### config.mk
export PLATFORM = sky130hd
export DESIGN_NAME = swc_sleep_wake
export DESIGN_NICKNAME = d
export VERILOG_FILES = /design/src/common/swc_pkg.sv /design/src/core/swc_sleep_wake.sv
export SDC_FILE = /design/constraint.sdc
export NUM_CORES = 1
export LEC_CHECK = 0
export ABC_AREA = 1
export BUFFER_PORTS_ARGS = -buffer_cell sky130_fd_sc_hd__buf_4
export CORE_ASPECT_RATIO = 1.75
export CORE_UTILIZATION = 47
export CTS_CLUSTER_DIAMETER = 200
export CTS_CLUSTER_SIZE = 24
export DETAILED_ROUTE_END_ITERATION = 12
export MAX_ROUTING_LAYER = met4
export PLACE_DENSITY = 0.77
export SYNTH_ARGS = -nofsm -noshare
export SYNTH_HDL_FRONTEND = slang
export SYNTH_SLANG_ARGS = --single-unit
### constraint.sdc
create_clock -name aclk -period 1.59 [get_ports aclk]
set_input_delay 0.159 -clock aclk [delete_from_list [all_inputs] [get_ports aclk]]
set_output_delay 0.159 -clock aclk [all_outputs]
set_load 0.1 [all_outputs]
### src/common/swc_pkg.sv
/*
  Package for the sleep/wake controller: register map, field positions,
  reset values, timing constants, oscillator modes and the FSM states.
  Assumes a 200 MHz system clock and a 32-bit AXI4-Lite register bus.
*/
package swc_pkg;

  // =========================================================
  // Register map (byte addresses)
  localparam logic [7:0] SWC_OFF_FLAGS3 = 8'h00;
  localparam logic [7:0] SWC_OFF_ENABLE3 = 8'h04;
  localparam logic [7:0] SWC_OFF_REGCTL = 8'h08;
  localparam logic [7:0] SWC_OFF_STATUS = 8'h0C;
  localparam logic [7:0] SWC_OFF_SLPCFG = 8'h10;

  // =========================================================
  // Field positions
  localparam int SWC_BIT_CELL1 = 0;
  localparam int SWC_BIT_CELL2 = 1;
  localparam int SWC_BIT_REG_RSVD = 0;
  localparam int SWC_BIT_REG_PM = 1;
  localparam int SWC_BIT_PD = 3;
  localparam int SWC_BIT_TO = 4;
  localparam int SWC_BIT_STATE = 8;
  localparam int SWC_BIT_WDT_SLEEP = 0;
  localparam int SWC_BIT_T16_LF = 1;
  localparam int SWC_BIT_T16_PIN = 2;
  localparam int SWC_BIT_ADC_OSC = 3;
  localparam int SWC_BIT_HF_KEEP = 4;
  localparam int SWC_BIT_OSC_MODE = 8;

  // =========================================================
  // Reset values
  localparam logic [1:0] SWC_RST_FLAGS3 = 2'h0;
  localparam logic [1:0] SWC_RST_ENABLE3 = 2'h0;
  localparam logic SWC_RST_REG_PM = 1'b0;
  localparam logic SWC_RST_REG_RSVD = 1'b1;
  localparam logic SWC_RST_PD = 1'b1;
  localparam logic SWC_RST_TO = 1'b1;
  localparam logic [7:0] SWC_RST_SLPCFG = 8'h00;
  localparam logic [2:0] SWC_RST_OSC_MODE = 3'h0;

  // =========================================================
  // Timing
  localparam int SWC_CLK_MHZ = 200;
  localparam int SWC_OST_OSC_PERIODS = 1024;
  localparam int SWC_OST_CYCLES = SWC_OST_OSC_PERIODS;
  localparam int SWC_REG_SETTLE_NS = 5000;
  localparam int SWC_REG_SETTLE_CYCLES = (SWC_REG_SETTLE_NS * SWC_CLK_MHZ + 999) / 1000;
  localparam int SWC_DLY_W = 16;

  // =========================================================
  // AXI answers
  localparam logic [1:0] SWC_RESP_OKAY = 2'b00;
  localparam logic [1:0] SWC_RESP_SLVERR = 2'b10;

  // =========================================================
  // Types
  typedef enum logic [2:0] {
    SWC_OSC_INTERNAL = 3'h0,
    SWC_OSC_EXTCLK = 3'h1,
    SWC_OSC_RC = 3'h2,
    SWC_OSC_XTAL_LP = 3'h3,
    SWC_OSC_XTAL_XT = 3'h4,
    SWC_OSC_XTAL_HS = 3'h5
  } swc_osc_e;

  typedef enum logic [2:0] {
    SWC_ST_AWAKE = 3'b000,
    SWC_ST_ENTER = 3'b001,
    SWC_ST_ASLEEP = 3'b011,
    SWC_ST_WAKE_WAIT = 3'b010,
    SWC_ST_RESUME = 3'b110
  } swc_state_e;

  typedef struct packed {
    logic [2:0] osc_mode;
    logic hf_keep;
    logic adc_osc;
    logic t16_pin;
    logic t16_lf;
    logic wdt_sleep;
  } swc_slpcfg_s;

  typedef struct packed {
    logic cpu_clk_en;
    logic lf_osc_run;
    logic hf_osc_run;
    logic timer16_run;
    logic adc_run;
    logic io_hold;
    logic regulator_low_power;
    logic wdt_run;
  } swc_power_s;

endpackage : swc_pkg

### src/core/swc_sleep_wake.sv
/*
  Sleep/wake sequencer of a small microcontroller with its register file.
  Assumes: a processor core on aclk that pulses sleep_exec, holds its state
  while cpu clock enable is low, and honours resume/vector; pin-level reset,
  watchdog and low-frequency tick inputs are asynchronous to aclk.
*/
// The placing of the registers and the AXI4-Lite slave port were chosen for this implementation.
`timescale 1ns/1ps
`default_nettype none

// Overview of operation
// - Sleep is entered only by the core's sleep instruction pulse.
// - Entering sleep clears the watchdog; it keeps counting if enabled in sleep.
// - Entering sleep clears the powerdown flag and sets the timeout flag.
// - CPU clock stops in sleep; low-frequency oscillator keeps running.
// - 16-bit timer runs in sleep when clocked from low-frequency osc or pin.
// - Converter runs on in sleep when its dedicated oscillator is selected.
// - I/O pins hold their pre-sleep drive state while asleep.
// - Non-watchdog resets act the same asleep as awake.
// - Pin, brown-out, power-on reset; watchdog and interrupts resume execution.
// - Next instruction is prefetched while the sleep instruction executes.
// - Only enabled interrupts wake, regardless of global enable.
// - After wake run next instruction, then vector if global enable set and the wake was not by watchdog.
// - Watchdog is cleared on every wake-up, whatever the source.
// - Pending enabled interrupt with global enable off makes sleep a no-op.
// - Interrupt during sleep execution completes sleep, then wakes at once.
// - Crystal modes wait 1024 oscillator periods on wake; others do not.
// - Regulator power-mode bit puts regulator in low power while asleep.
// - Waking from low-power sleep adds a regulator settle delay.
// - Peripherals unfit for low-power sleep keep regulator in normal mode.
// - High-frequency osc may stay on in sleep when cells need it.
// - Unregulated variant always sleeps lowest power with no added delay.
// - Third flag register sets cell flags on events; bits 7-2 read zero.
// - Regulator mode is bit 1, resets 0; bit 0 reserved, reads one.
// - Watchdog timeout in sleep wakes and updates timeout/powerdown flags.
module swc_sleep_wake
  import swc_pkg::*;
#(
  parameter int N_EXT_SRC = 8,
  parameter bit UNREGULATED = 1'b0,
  parameter int OST_CYCLES = SWC_OST_CYCLES,
  parameter int REG_SETTLE_CYCLES = SWC_REG_SETTLE_CYCLES
) (
  input wire logic aclk,
  input wire logic aresetn,
  input wire logic [7:0] s_axi_awaddr,
  input wire logic s_axi_awvalid,
  output logic s_axi_awready,
  input wire logic [31:0] s_axi_wdata,
  input wire logic [3:0] s_axi_wstrb,
  input wire logic s_axi_wvalid,
  output logic s_axi_wready,
  output logic [1:0] s_axi_bresp,
  output logic s_axi_bvalid,
  input wire logic s_axi_bready,
  input wire logic [7:0] s_axi_araddr,
  input wire logic s_axi_arvalid,
  output logic s_axi_arready,
  output logic [31:0] s_axi_rdata,
  output logic [1:0] s_axi_rresp,
  output logic s_axi_rvalid,
  input wire logic s_axi_rready,
  input wire logic sleep_exec,
  input wire logic global_irq_enable,
  input wire logic [N_EXT_SRC-1:0] ext_irq_pending,
  input wire logic logic_cell1_event,
  input wire logic logic_cell2_event,
  input wire logic lp_unfit_periph_en,
  input wire logic low_freq_tick,
  input wire logic watchdog_timeout,
  input wire logic external_reset_pin_n,
  input wire logic brownout_reset,
  input wire logic power_on_reset,
  output logic device_reset_req,
  output logic watchdog_clear,
  output logic prefetch_next,
  output logic sleep_nop_done,
  output logic resume_exec,
  output logic vector_to_isr,
  output swc_power_s power_ctl,
  output logic timeout_flag,
  output logic powerdown_flag
);

  // =========================================================
  // Input synchronisers
  localparam int N_SYNC = N_EXT_SRC + 5;
  logic [N_SYNC-1:0] sync_a;
  logic [N_SYNC-1:0] sync_b;
  logic tick_d;
  logic wdt_d;
  logic [N_EXT_SRC-1:0] ext_pend;
  logic tick_pulse;
  logic wdt_pulse;
  logic rst_any;

  always_ff @(posedge aclk) begin
    if (!aresetn) begin
      sync_a <= '0;
      sync_b <= '0;
    end else begin
      sync_a <= {ext_irq_pending, low_freq_tick, watchdog_timeout,
                 ~external_reset_pin_n, brownout_reset, power_on_reset};
      sync_b <= sync_a;
    end
  end

  always_ff @(posedge aclk) begin
    if (!aresetn) begin
      tick_d <= 1'b0;
      wdt_d <= 1'b0;
    end else begin
      tick_d <= sync_b[4];
      wdt_d <= sync_b[3];
    end
  end

  assign ext_pend = sync_b[N_SYNC-1:5];
  assign tick_pulse = sync_b[4] & ~tick_d;
  assign wdt_pulse = sync_b[3] & ~wdt_d;
  // Reset sources pass through in every state alike
  assign rst_any = |sync_b[2:0];
  assign device_reset_req = rst_any;

  // =========================================================
  // Registers
  logic [1:0] flags3;
  logic [1:0] enable3;
  logic reg_pm;
  swc_slpcfg_s slpcfg;
  swc_state_e state;
  swc_state_e next_state;

  logic aw_held;
  logic w_held;
  logic [7:0] aw_addr;
  logic [31:0] w_data;
  logic [3:0] w_strb;
  logic wr_fire;
  logic wr_ok;
  logic wr_flags3;
  logic [1:0] cell_evt;

  function automatic logic addr_mapped(input logic [7:0] a);
    addr_mapped = (a == SWC_OFF_FLAGS3) || (a == SWC_OFF_ENABLE3) || (a == SWC_OFF_REGCTL) ||
                  (a == SWC_OFF_STATUS) || (a == SWC_OFF_SLPCFG);
  endfunction : addr_mapped

  assign s_axi_awready = !aw_held && !s_axi_bvalid;
  assign s_axi_wready = !w_held && !s_axi_bvalid;
  assign wr_fire = aw_held && w_held && !s_axi_bvalid;
  assign wr_ok = wr_fire && addr_mapped(aw_addr) && w_strb[0];

  always_ff @(posedge aclk) begin
    if (!aresetn) begin
      aw_held <= 1'b0;
      w_held <= 1'b0;
      aw_addr <= 8'h00;
      w_data <= 32'h0000_0000;
      w_strb <= 4'h0;
      s_axi_bvalid <= 1'b0;
      s_axi_bresp <= SWC_RESP_OKAY;
    end else begin
      if (s_axi_awvalid && s_axi_awready) begin
        aw_held <= 1'b1;
        aw_addr <= s_axi_awaddr;
      end
      if (s_axi_wvalid && s_axi_wready) begin
        w_held <= 1'b1;
        w_data <= s_axi_wdata;
        w_strb <= s_axi_wstrb;
      end
      if (wr_fire) begin
        aw_held <= 1'b0;
        w_held <= 1'b0;
        s_axi_bvalid <= 1'b1;
        s_axi_bresp <= addr_mapped(aw_addr) ? SWC_RESP_OKAY : SWC_RESP_SLVERR;
      end else if (s_axi_bvalid && s_axi_bready) begin
        s_axi_bvalid <= 1'b0;
      end
    end
  end

  // Event set beats a software clear in the same cycle
  assign cell_evt = {logic_cell2_event, logic_cell1_event};
  assign wr_flags3 = wr_ok && (aw_addr == SWC_OFF_FLAGS3);

  generate
    for (genvar i = 0; i < 2; i++) begin : g_flag
      always_ff @(posedge aclk) begin
        if (!aresetn) begin
          flags3[i] <= SWC_RST_FLAGS3[i];
        end else if (cell_evt[i]) begin
          flags3[i] <= 1'b1;
        end else if (wr_flags3) begin
          flags3[i] <= w_data[i];
        end
      end
    end
  endgenerate

  always_ff @(posedge aclk) begin
    if (!aresetn) begin
      enable3 <= SWC_RST_ENABLE3;
      reg_pm <= SWC_RST_REG_PM;
      slpcfg <= swc_slpcfg_s'({SWC_RST_OSC_MODE, SWC_RST_SLPCFG[4:0]});
    end else if (wr_ok) begin
      if (aw_addr == SWC_OFF_ENABLE3) begin
        enable3 <= w_data[SWC_BIT_CELL2:SWC_BIT_CELL1];
      end
      // Unregulated part has no selectable low-power mode
      if (aw_addr == SWC_OFF_REGCTL) begin
        reg_pm <= w_data[SWC_BIT_REG_PM] & !UNREGULATED;
      end
      if (aw_addr == SWC_OFF_SLPCFG && w_strb[1]) begin
        slpcfg <= swc_slpcfg_s'({w_data[SWC_BIT_OSC_MODE +: 3], w_data[4:0]});
      end
    end
  end

  // =========================================================
  // Read channel
  logic [31:0] rd_word;

  always_comb begin
    rd_word = 32'h0000_0000;
    case (s_axi_araddr)
      SWC_OFF_FLAGS3: rd_word[1:0] = flags3;
      SWC_OFF_ENABLE3: rd_word[1:0] = enable3;
      SWC_OFF_REGCTL: begin
        rd_word[SWC_BIT_REG_PM] = reg_pm;
        rd_word[SWC_BIT_REG_RSVD] = SWC_RST_REG_RSVD;
      end
      SWC_OFF_STATUS: begin
        rd_word[SWC_BIT_TO] = timeout_flag;
        rd_word[SWC_BIT_PD] = powerdown_flag;
        rd_word[SWC_BIT_STATE +: 3] = state;
      end
      SWC_OFF_SLPCFG: begin
        rd_word[4:0] = slpcfg[4:0];
        rd_word[SWC_BIT_OSC_MODE +: 3] = slpcfg.osc_mode;
      end
      default: rd_word = 32'h0000_0000;
    endcase
  end

  assign s_axi_arready = !s_axi_rvalid;

  always_ff @(posedge aclk) begin
    if (!aresetn) begin
      s_axi_rvalid <= 1'b0;
      s_axi_rdata <= 32'h0000_0000;
      s_axi_rresp <= SWC_RESP_OKAY;
    end else if (s_axi_arvalid && s_axi_arready) begin
      s_axi_rvalid <= 1'b1;
      s_axi_rdata <= rd_word;
      s_axi_rresp <= addr_mapped(s_axi_araddr) ? SWC_RESP_OKAY : SWC_RESP_SLVERR;
    end else if (s_axi_rvalid && s_axi_rready) begin
      s_axi_rvalid <= 1'b0;
    end
  end

  // =========================================================
  // Sleep sequencer
  logic pending;
  logic low_power;
  logic crystal;
  logic [SWC_DLY_W-1:0] delay_cnt;
  logic [SWC_DLY_W-1:0] wake_delay;
  logic wake_by_wdt;

  // Enable gates each flag; global enable plays no part
  assign pending = |(enable3 & flags3) || |ext_pend;
  // Sleep-unfit peripherals veto the low-power regulator
  assign low_power = reg_pm && !lp_unfit_periph_en && !UNREGULATED;
  assign crystal = slpcfg.osc_mode inside {SWC_OSC_XTAL_LP, SWC_OSC_XTAL_XT, SWC_OSC_XTAL_HS};
  // Start-up only for crystals, settle only from low power
  assign wake_delay = SWC_DLY_W'((crystal ? OST_CYCLES : 0) + (low_power ? REG_SETTLE_CYCLES : 0));

  always_comb begin
    next_state = state;
    case (state)
      SWC_ST_AWAKE: begin
        // Pending with global enable off turns sleep into a no-op
        if (sleep_exec && (global_irq_enable || !pending)) begin
          next_state = SWC_ST_ENTER;
        end
      end
      SWC_ST_ENTER: begin
        next_state = pending ? SWC_ST_WAKE_WAIT : SWC_ST_ASLEEP;
      end
      SWC_ST_ASLEEP: begin
        // Slow tick paces interrupt sampling
        if ((tick_pulse && pending) || (wdt_pulse && slpcfg.wdt_sleep)) begin
          next_state = SWC_ST_WAKE_WAIT;
        end
      end
      SWC_ST_WAKE_WAIT: begin
        if (delay_cnt == '0) begin
          next_state = SWC_ST_RESUME;
        end
      end
      SWC_ST_RESUME: next_state = SWC_ST_AWAKE;
      default: next_state = SWC_ST_AWAKE;
    endcase
  end

  always_ff @(posedge aclk) begin
    if (!aresetn || rst_any) begin
      state <= SWC_ST_AWAKE;
    end else begin
      state <= next_state;
    end
  end

  always_ff @(posedge aclk) begin
    if (!aresetn) begin
      delay_cnt <= '0;
    end else if (next_state == SWC_ST_WAKE_WAIT && state != SWC_ST_WAKE_WAIT) begin
      delay_cnt <= wake_delay;
    end else if (delay_cnt != '0) begin
      delay_cnt <= delay_cnt - 1'b1;
    end
  end

  always_ff @(posedge aclk) begin
    if (!aresetn) begin
      wake_by_wdt <= 1'b0;
    end else if (state != SWC_ST_WAKE_WAIT) begin
      wake_by_wdt <= state == SWC_ST_ASLEEP && wdt_pulse && slpcfg.wdt_sleep;
    end
  end

  // Status flags: reset sets both; sleep entry PD=0, TO=1; watchdog wake TO=0
  always_ff @(posedge aclk) begin
    if (!aresetn) begin
      timeout_flag <= SWC_RST_TO;
      powerdown_flag <= SWC_RST_PD;
    end else if (state == SWC_ST_AWAKE && next_state == SWC_ST_ENTER) begin
      timeout_flag <= 1'b1;
      powerdown_flag <= 1'b0;
    end else if (state == SWC_ST_ASLEEP && wdt_pulse && slpcfg.wdt_sleep) begin
      timeout_flag <= 1'b0;
      powerdown_flag <= 1'b0;
    end
  end

  // Core handshake pulses
  always_ff @(posedge aclk) begin
    if (!aresetn) begin
      watchdog_clear <= 1'b0;
      prefetch_next <= 1'b0;
      sleep_nop_done <= 1'b0;
      resume_exec <= 1'b0;
      vector_to_isr <= 1'b0;
    end else begin
      // Entry and every wake clear the watchdog
      watchdog_clear <= (state == SWC_ST_AWAKE && next_state == SWC_ST_ENTER) ||
                        (state != SWC_ST_WAKE_WAIT && next_state == SWC_ST_WAKE_WAIT);
      prefetch_next <= state == SWC_ST_AWAKE && sleep_exec && !rst_any;
      sleep_nop_done <= state == SWC_ST_AWAKE && sleep_exec && !rst_any &&
                        !global_irq_enable && pending;
      resume_exec <= state == SWC_ST_RESUME;
      // Vector only after the next instruction, and only with global enable
      vector_to_isr <= state == SWC_ST_RESUME && global_irq_enable && !wake_by_wdt;
    end
  end

  // =========================================================
  // Power controls
  logic asleep;
  assign asleep = state == SWC_ST_ASLEEP || state == SWC_ST_ENTER || state == SWC_ST_WAKE_WAIT;

  always_ff @(posedge aclk) begin
    if (!aresetn) begin
      power_ctl <= '{cpu_clk_en: 1'b1, lf_osc_run: 1'b1, hf_osc_run: 1'b1, timer16_run: 1'b1,
                     adc_run: 1'b1, io_hold: 1'b0, regulator_low_power: 1'b0, wdt_run: 1'b1};
    end else begin
      power_ctl.cpu_clk_en <= !asleep;
      power_ctl.lf_osc_run <= 1'b1;
      power_ctl.hf_osc_run <= !asleep || slpcfg.hf_keep;
      power_ctl.timer16_run <= !asleep || slpcfg.t16_lf || slpcfg.t16_pin;
      power_ctl.adc_run <= !asleep || slpcfg.adc_osc;
      // Pads freeze so pin drive stays as before sleep
      power_ctl.io_hold <= asleep;
      power_ctl.regulator_low_power <= (state == SWC_ST_ASLEEP) && low_power;
      power_ctl.wdt_run <= !asleep || slpcfg.wdt_sleep;
    end
  end

endmodule : swc_sleep_wake

`default_nettype wire

==> results of run 1 <==
-- repair_timing --
item | 4_1_cts | 5_1_grt
pin swaps | 7 | 23
buffers inserted | 4 | 7
hold buffers | 12 | 0
hold endpoints to repair | 12 | 0
gates resized for setup | 9 | 63
cloned | 0 | 1
setup endpoints to repair | 15 | 30
-- kinds of logic (layout without fill, tap and decap cells) --
kind of cell | Yosys count | after routing
compound gates | 66 | 66
xor+xnor | 8 | 8
fa+ha+maj | 1 | 1
simple gates | 314 | 315
other cells | 2 | 27
buf+inv | 129 | 248
flops | 107 | 107
-- worst max-delay path: stages (launching register included) --
cell	delay (ns)
dfxtp_1	0.31
nor2_1	0.09
nand2_1	0.09
nor2_2	0.16
nand2_2	0.08
nand2_2	0.08
nand2_2	0.06
nor2_4	0.20
buf_6	0.13
nand3b_4	0.14
nand2_2	0.09
nand2_1	0.05
nor2_1	0.10
-- power groups by stage --
stage          registers [W]  clock network (W)  logic [W]
4_1_cts              0.00317            0.00226    0.00350
2_1_floorplan        0.00347                  0    0.00196
3_5_place_dp         0.00323                  0    0.00323
5_1_grt              0.00323            0.00240    0.00425
6_report             0.00320            0.00224    0.00392
3_3_place_gp         0.00322                  0    0.00318
-- cell type report --
type,count,share of cell area (%)
clock buffer,12,4.11
tap,122,2.45
sequential,107,34.6
multi-input combinational,417,34.5
inverter,88,5.40
timing repair buffer,144,18.2
clock inverter,4,0.783
-- synth_stat cells --
cell type / number / area, sq um
nand2_1: 138 / 518
nor2_1: 109 / 409
dfxtp_1: 107 / 2140
inv_1: 83 / 312
o21ai_0: 29 / 145
a21oi_1: 28 / 140
buf_4: 28 / 210
nand3_1: 24 / 120
nor3_1: 11 / 55.1
clkbuf_1: 10 / 37.5
xor2_1: 7 / 61.3
nand2_2: 5 / 31.3
nand4_1: 5 / 31.3
or2_2: 4 / 25.0
clkinv_1: 3 / 11.3
nor3_2: 3 / 30.0
nor4_1: 3 / 18.8
o211ai_1: 3 / 22.5
o22ai_1: 3 / 18.8
and3_1: 2 / 12.5
buf_6: 2 / 22.5
conb_1: 2 / 7.51
inv_2: 2 / 7.51
nor2_2: 2 / 12.5
nor2_4: 2 / 22.5
o21ai_1: 2 / 10.0
and2_1: 1 / 6.26
buf_1: 1 / 3.75
ha_1: 1 / 12.5
nand3b_2: 1 / 11.3
nand3b_4: 1 / 20.0
nand4_4: 1 / 21.3
nor3_4: 1 / 16.3
nor3b_2: 1 / 12.5
o21a_1: 1 / 7.51
xnor2_1: 1 / 8.76
-- sequential cells by signal, indices dropped and copies added (netlist names), 2 cells and up --
signal       flops
slpcfg           8
sync_b          13
flags3           2
s_axi_rdata      8
enable3          2
sync_a          13
w_strb           2
power_ctl        7
state            3
aw_addr          8
delay_cnt       16
w_data           8
-- per-layer routing --
layer	global-route usage (%)	vias up	share of wire, %
li1	-	2171	-
met5	-	-	0
met3	3.60	25	3.1
met1	20.9	1961	36
met4	11.2	0	3.3
met2	44.6	105	58
-- through the flow --
step | cell area, sq um | hold slack, ns | setup slack (ns) | setup TNS [ns]
after detailed placement | 5470 | 0.320 | -0.114 | -1.19
after floorplan | 4710 | 0.231 | -0.280 | -2.27
after global placement | 5470 | 0.320 | -0.0725 | -0.672
final | 6240 | 0.00382 | -0.0652 | -0.441
after global routing | 6240 | 0.0138 | -0.179 | -2.29
after CTS | 5960 | 0.00192 | 0.00221 | 0
-- path summary, 6_finish.rpt --
check	start	end	slack, ns	cells after the start
max	aw_addr[5]	slpcfg[4]	-0.07	12
min reg2reg	sync_a[10]	sync_b[10]	0.41	2
max reg2reg	aw_addr[5]	slpcfg[4]	-0.07	12
min	ext_irq_pending[3]	sync_a[8]	0.004	3
==> metrics.txt, run 1 <==
Slew @ Worst Pin between 0.6 and 0.7 ns; relative slew slack between 50% and 60%; Layout area overhead 36.9%; Post-DRT Antenna Nets 0; crit path launch type register; Tot Pwr 0.00936 W; clock sink total approximately 110; die width between 70 and 80 um; Initial Utilization 48.4%; Pint between 0.005 and 0.006 W; CP required roughly 1.9 ns; WL/cell 12.8 um; crit share post-route 104%; Max Slew Vio Count 0; layout cells sized above 1 between 20 and 30%; most common cell after layout, fill and taps aside buf_4; area of the multi-input gates 2150 sq um; most frequent cells in the layout buf_4, nand2_1, dfxtp_1, nor2_1, inv_1; Finished Layout Cells 894; register area share after synthesis between 40% and 50%; number of global-route vias before repair 4053; final layout net count approximately 850; final-layout fill cell count 796; port bufs 80; final WL ~11000 um; post-detail-place hpwl approximately 8200 um; largest family of logic cells by synthesized area simple AND/OR/NAND/NOR gates; Max FO, Critical Path 8; global-route usage over all layers a little under a quarter; combinational cell fraction of total power a little over two fifths; Synth Register Bits between 100 and 150; Worst-path clk slew about 0.07 ns; RSZ-0062 raised after global routing yes; Synth Area in Compound Gates 7.55%; Core Area between 9000 and 10000 sq um; CTS tree yes; outcome complete, but fails checks; Synth Area in XOR/XNOR around 1.5%; Peak Freq roughly 0.60 GHz; failing checks setup timing; CTS Root Cell clkbuf_16; post-synthesis adder-cell area fraction 0.275%; dpl cells between 800 and 900; Sequential Power Share between 30 and 40%; clock network power share around a quarter; CTS buffer count 9; DRT iter0 DRCs between 150 and 200; largest net degree at the start of global routing between 60 and 70; Max Cap Viol 0; FP Rows 47; die footprint between 10000 and 15000 sq um; worst vdd ir ~0.78 mV; Distinct cells, synth 36; simple-gate share of the synthesized area between 30% and 40%; first-pass GRT wire length 17600 um; mux contribution to synthesized area 0%; Mean Syn Cell Area 7.26 sq um; n_diodes 0; final setup violation count 10; setup ws final -0.0652 ns; initial antenna violation count 0; Synthesis Warnings 0; worst setup path category register to register; P per Cell Area around 1500 nW/um^2; CP Capture Type register; DIE HEIGHT between 100 and 150 um; global route overflow 0; detailed-route via count ~4300; leakage between 3 and 4 nW; Worst-Skew Late Latency between 0.3 and 0.4 ns; CTS Buffer Depth 2; Core Util, Final 66.3%; router iterations before antenna repair 4; via/cell ratio 4.77; htree depth 3; WP data arrival around 1.9 ns; sw frac ~37%; clock skew 0.00539 ns; Ports between 100 and 150; FF+latch area 2160 sq um; post-synthesis instance total ~630; synthesized cell area between 4000 and 5000 sq um; final hold viol count 0; hold crit path type primary input to register; DRC 0; net switching power approximately 0.0035 W; GP Congestion between 0.8 and 0.9; post-layout min period between 1.5 and 2 ns
Note: power is estimated with default switching activity, not from simulation.
==> run 2: changes to the inputs <==
- CORE_UTILIZATION: 47 -> 51
- PLACE_DENSITY: 0.77 -> 0.79
- clock period: 1.59 -> 1.6 ns (I/O delays scaled with it)
==> metrics.txt, run 2 (synthesized netlist as in run 1, its figures left out) <==
outcome complete, but fails checks (unchanged); failing checks setup timing (unchanged); die width 73.4 um (was 76.4 um); Worst Hold Launch ext_irq_pending[7] (was ext_irq_pending[3]); n_diodes 0 (unchanged); Crit-path slowest cell dfxtp_2 (was dfxtp_1); layout cells sized above 1 27.7% (was 29.9%); CTS tree yes (unchanged); WP data arrival 1.89 ns (was 1.94 ns); Max Cap Viol 0 (unchanged); router iterations before antenna repair 6 (was 4); setup ws final -0.0500 ns (was -0.0652 ns); Crit path largest cell delay 0.34 ns (was 0.31 ns); Peak Freq 0.606 GHz (was 0.604 GHz); Hold Crit Depth 3 (unchanged); worst setup path category register to register (unchanged); CTS buffer count 9 (unchanged); CP Depth 9 (was 12); final layout net count 831 (was 845); port bufs 80 (unchanged); Ports 134 (unchanged); post-layout min period 1.65 ns (was 1.66 ns); leakage 3.13 nW (was 3.20 nW); DIE HEIGHT 127 um (was 132 um); Worst-path clk slew 0.07 ns (about the same); crit path buf inv count 1 (unchanged); DRT iter0 DRCs 208 (was 189); Post-DRT Antenna Nets 0 (unchanged); critical path, cell by cell nor2_2 -> nand2_2 -> nor2_4 -> nand2_4 -> nor3_4 -> nand3b_4 -> buf_6 -> a21oi_1 -> nor2_1 (was nor2_1 -> nand2_1 -> nor2_2 -> nand2_2 -> nand2_2 -> nand2_2 -> nor2_4 -> buf_6 -> nand3b_4 -> nand2_2 -> nand2_1 -> nor2_1); P per Cell Area 1510 nW/um^2 (was 1500 nW/um^2); R2R depth 9 (was 12); post-detail-place hpwl 7650 um (was 8220 um); CP Capture Type register (unchanged); Tot Pwr 0.00919 W (was 0.00936 W); largest reg by FF count delay_cnt (unchanged); most common cell after layout, fill and taps aside nand2_1 (was buf_4); Layout area overhead 33.7% (was 36.9%); initial antenna violation count 0 (unchanged); htree depth 3 (unchanged); crit path from delay_cnt[5] (was aw_addr[5]); detailed-route via count 4267 (was 4262); most frequent cells in the layout nand2_1, buf_4, dfxtp_1, nor2_1, inv_1 (was buf_4, nand2_1, dfxtp_1, nor2_1, inv_1); crit path launch type register (unchanged); global route overflow 0 (unchanged); hold crit path type primary input to register (unchanged); final hold viol count 0 (unchanged); worst vdd ir 0.780 mV (was 0.784 mV); Max FO, Critical Path 4 (was 8); final setup violation count 13 (was 10); number of global-route vias before repair 3944 (was 4053); via/cell ratio 4.88 (was 4.77); GP Congestion 0.863 (was 0.821); crit share post-route 103% (was 104%); FP Rows 45 (was 47); die footprint 9330 sq um (was 10100 sq um); clock skew 0.00790 ns (was 0.00539 ns); largest net degree at the start of global routing 38 (was 67); CP required 1.84 ns (was 1.87 ns); clock sink total 107 (unchanged); global-route usage over all layers 23.6% (was 22.9%); Initial Utilization 52.5% (was 48.4%); CTS Root Cell clkbuf_16 (unchanged); WL/cell 12.4 um (was 12.8 um); Reg2Reg Launch Point delay_cnt[5] (was aw_addr[5]); final WL 10900 um (was 11400 um); Max Slew Vio Count 0 (unchanged); RSZ-0062 raised after global routing yes (unchanged); DRC 0 (unchanged); dpl cells 838 (was 854); first-pass GRT wire length 16300 um (was 17600 um); Largest register FFs 16 (unchanged); Core Area 8670 sq um (was 9410 sq um); Finished Layout Cells 875 (was 894); delay-heaviest family, CP simple AND/OR/NAND/NOR gates (unchanged); Worst-Skew Late Latency 0.35 ns (was 0.34 ns); Regs by FF count delay_cnt (16), sync_a (13), sync_b (13) (unchanged); CTS Buffer Depth 2 (unchanged)
[run 2: power breakdown]
group	switching (W)	internal [W]
clock	0.000932	0.00131
combinational	0.00230	0.00142
sequential	0.000247	0.00298
total	0.00348	0.00571
[run 2: metrics by stage]
stage               area, sq um  hold WS [ns]  util, %  TNS (ns)  setup slack [ns]
global route               6090        0.0166     70.2     -3.25            -0.207
finish                     6090       0.00312     70.2    -0.198           -0.0500
CTS                        5810      0.000551     67.0         0           0.00272
global placement           5380         0.324     62.0         0            0.0172
detailed placement         5380         0.327     62.0   -0.0417          -0.00941
floorplan                  4710         0.232        -     -2.11            -0.270
[run 2: cell type report]
type	count	area (sq um)
flip-flops and latches	107	2160
multi-input cells	417	2130
inverters	88	334
repair buffers	130	1010
clock buffers	13	262
well taps	117	146
clock inverters	3	43.8
fillers	691	2580
[run 2: final timing paths]
check	endpoint	slack (ns)
max	delay_cnt[13]	-0.05
min	sync_a[12]	0.003
max reg2reg	delay_cnt[13]	-0.05
min reg2reg	tick_d	0.41
[run 2: routing by layer]
metal,global-route usage [%],vias to the layer above,part of all wire [%]
met4,14.5,0,4.8
met3,3.63,40,4.2
met2,43.8,159,55
met1,21.7,1930,36
li1,-,2138,-
met5,-,-,0
[run 2: what timing repair did]
item,CTS,global route
hold buffers,11,0
setup buffers,0,9
pin swaps,0,25
gates resized for setup,4,58
cloned,0,1
hold endpoints to repair,11,0
endpoints found under the setup margin,9,30
[run 2: worst reg2reg max path: stages (launching register included)]
cell and delay (ns):
dfxtp_2 0.34, nor2_2 0.15, nand2_2 0.09, nor2_4 0.15, nand2_4 0.09, nor3_4 0.22, nand3b_4 0.12, buf_6 0.14
a21oi_1 0.16, nor2_1 0.08
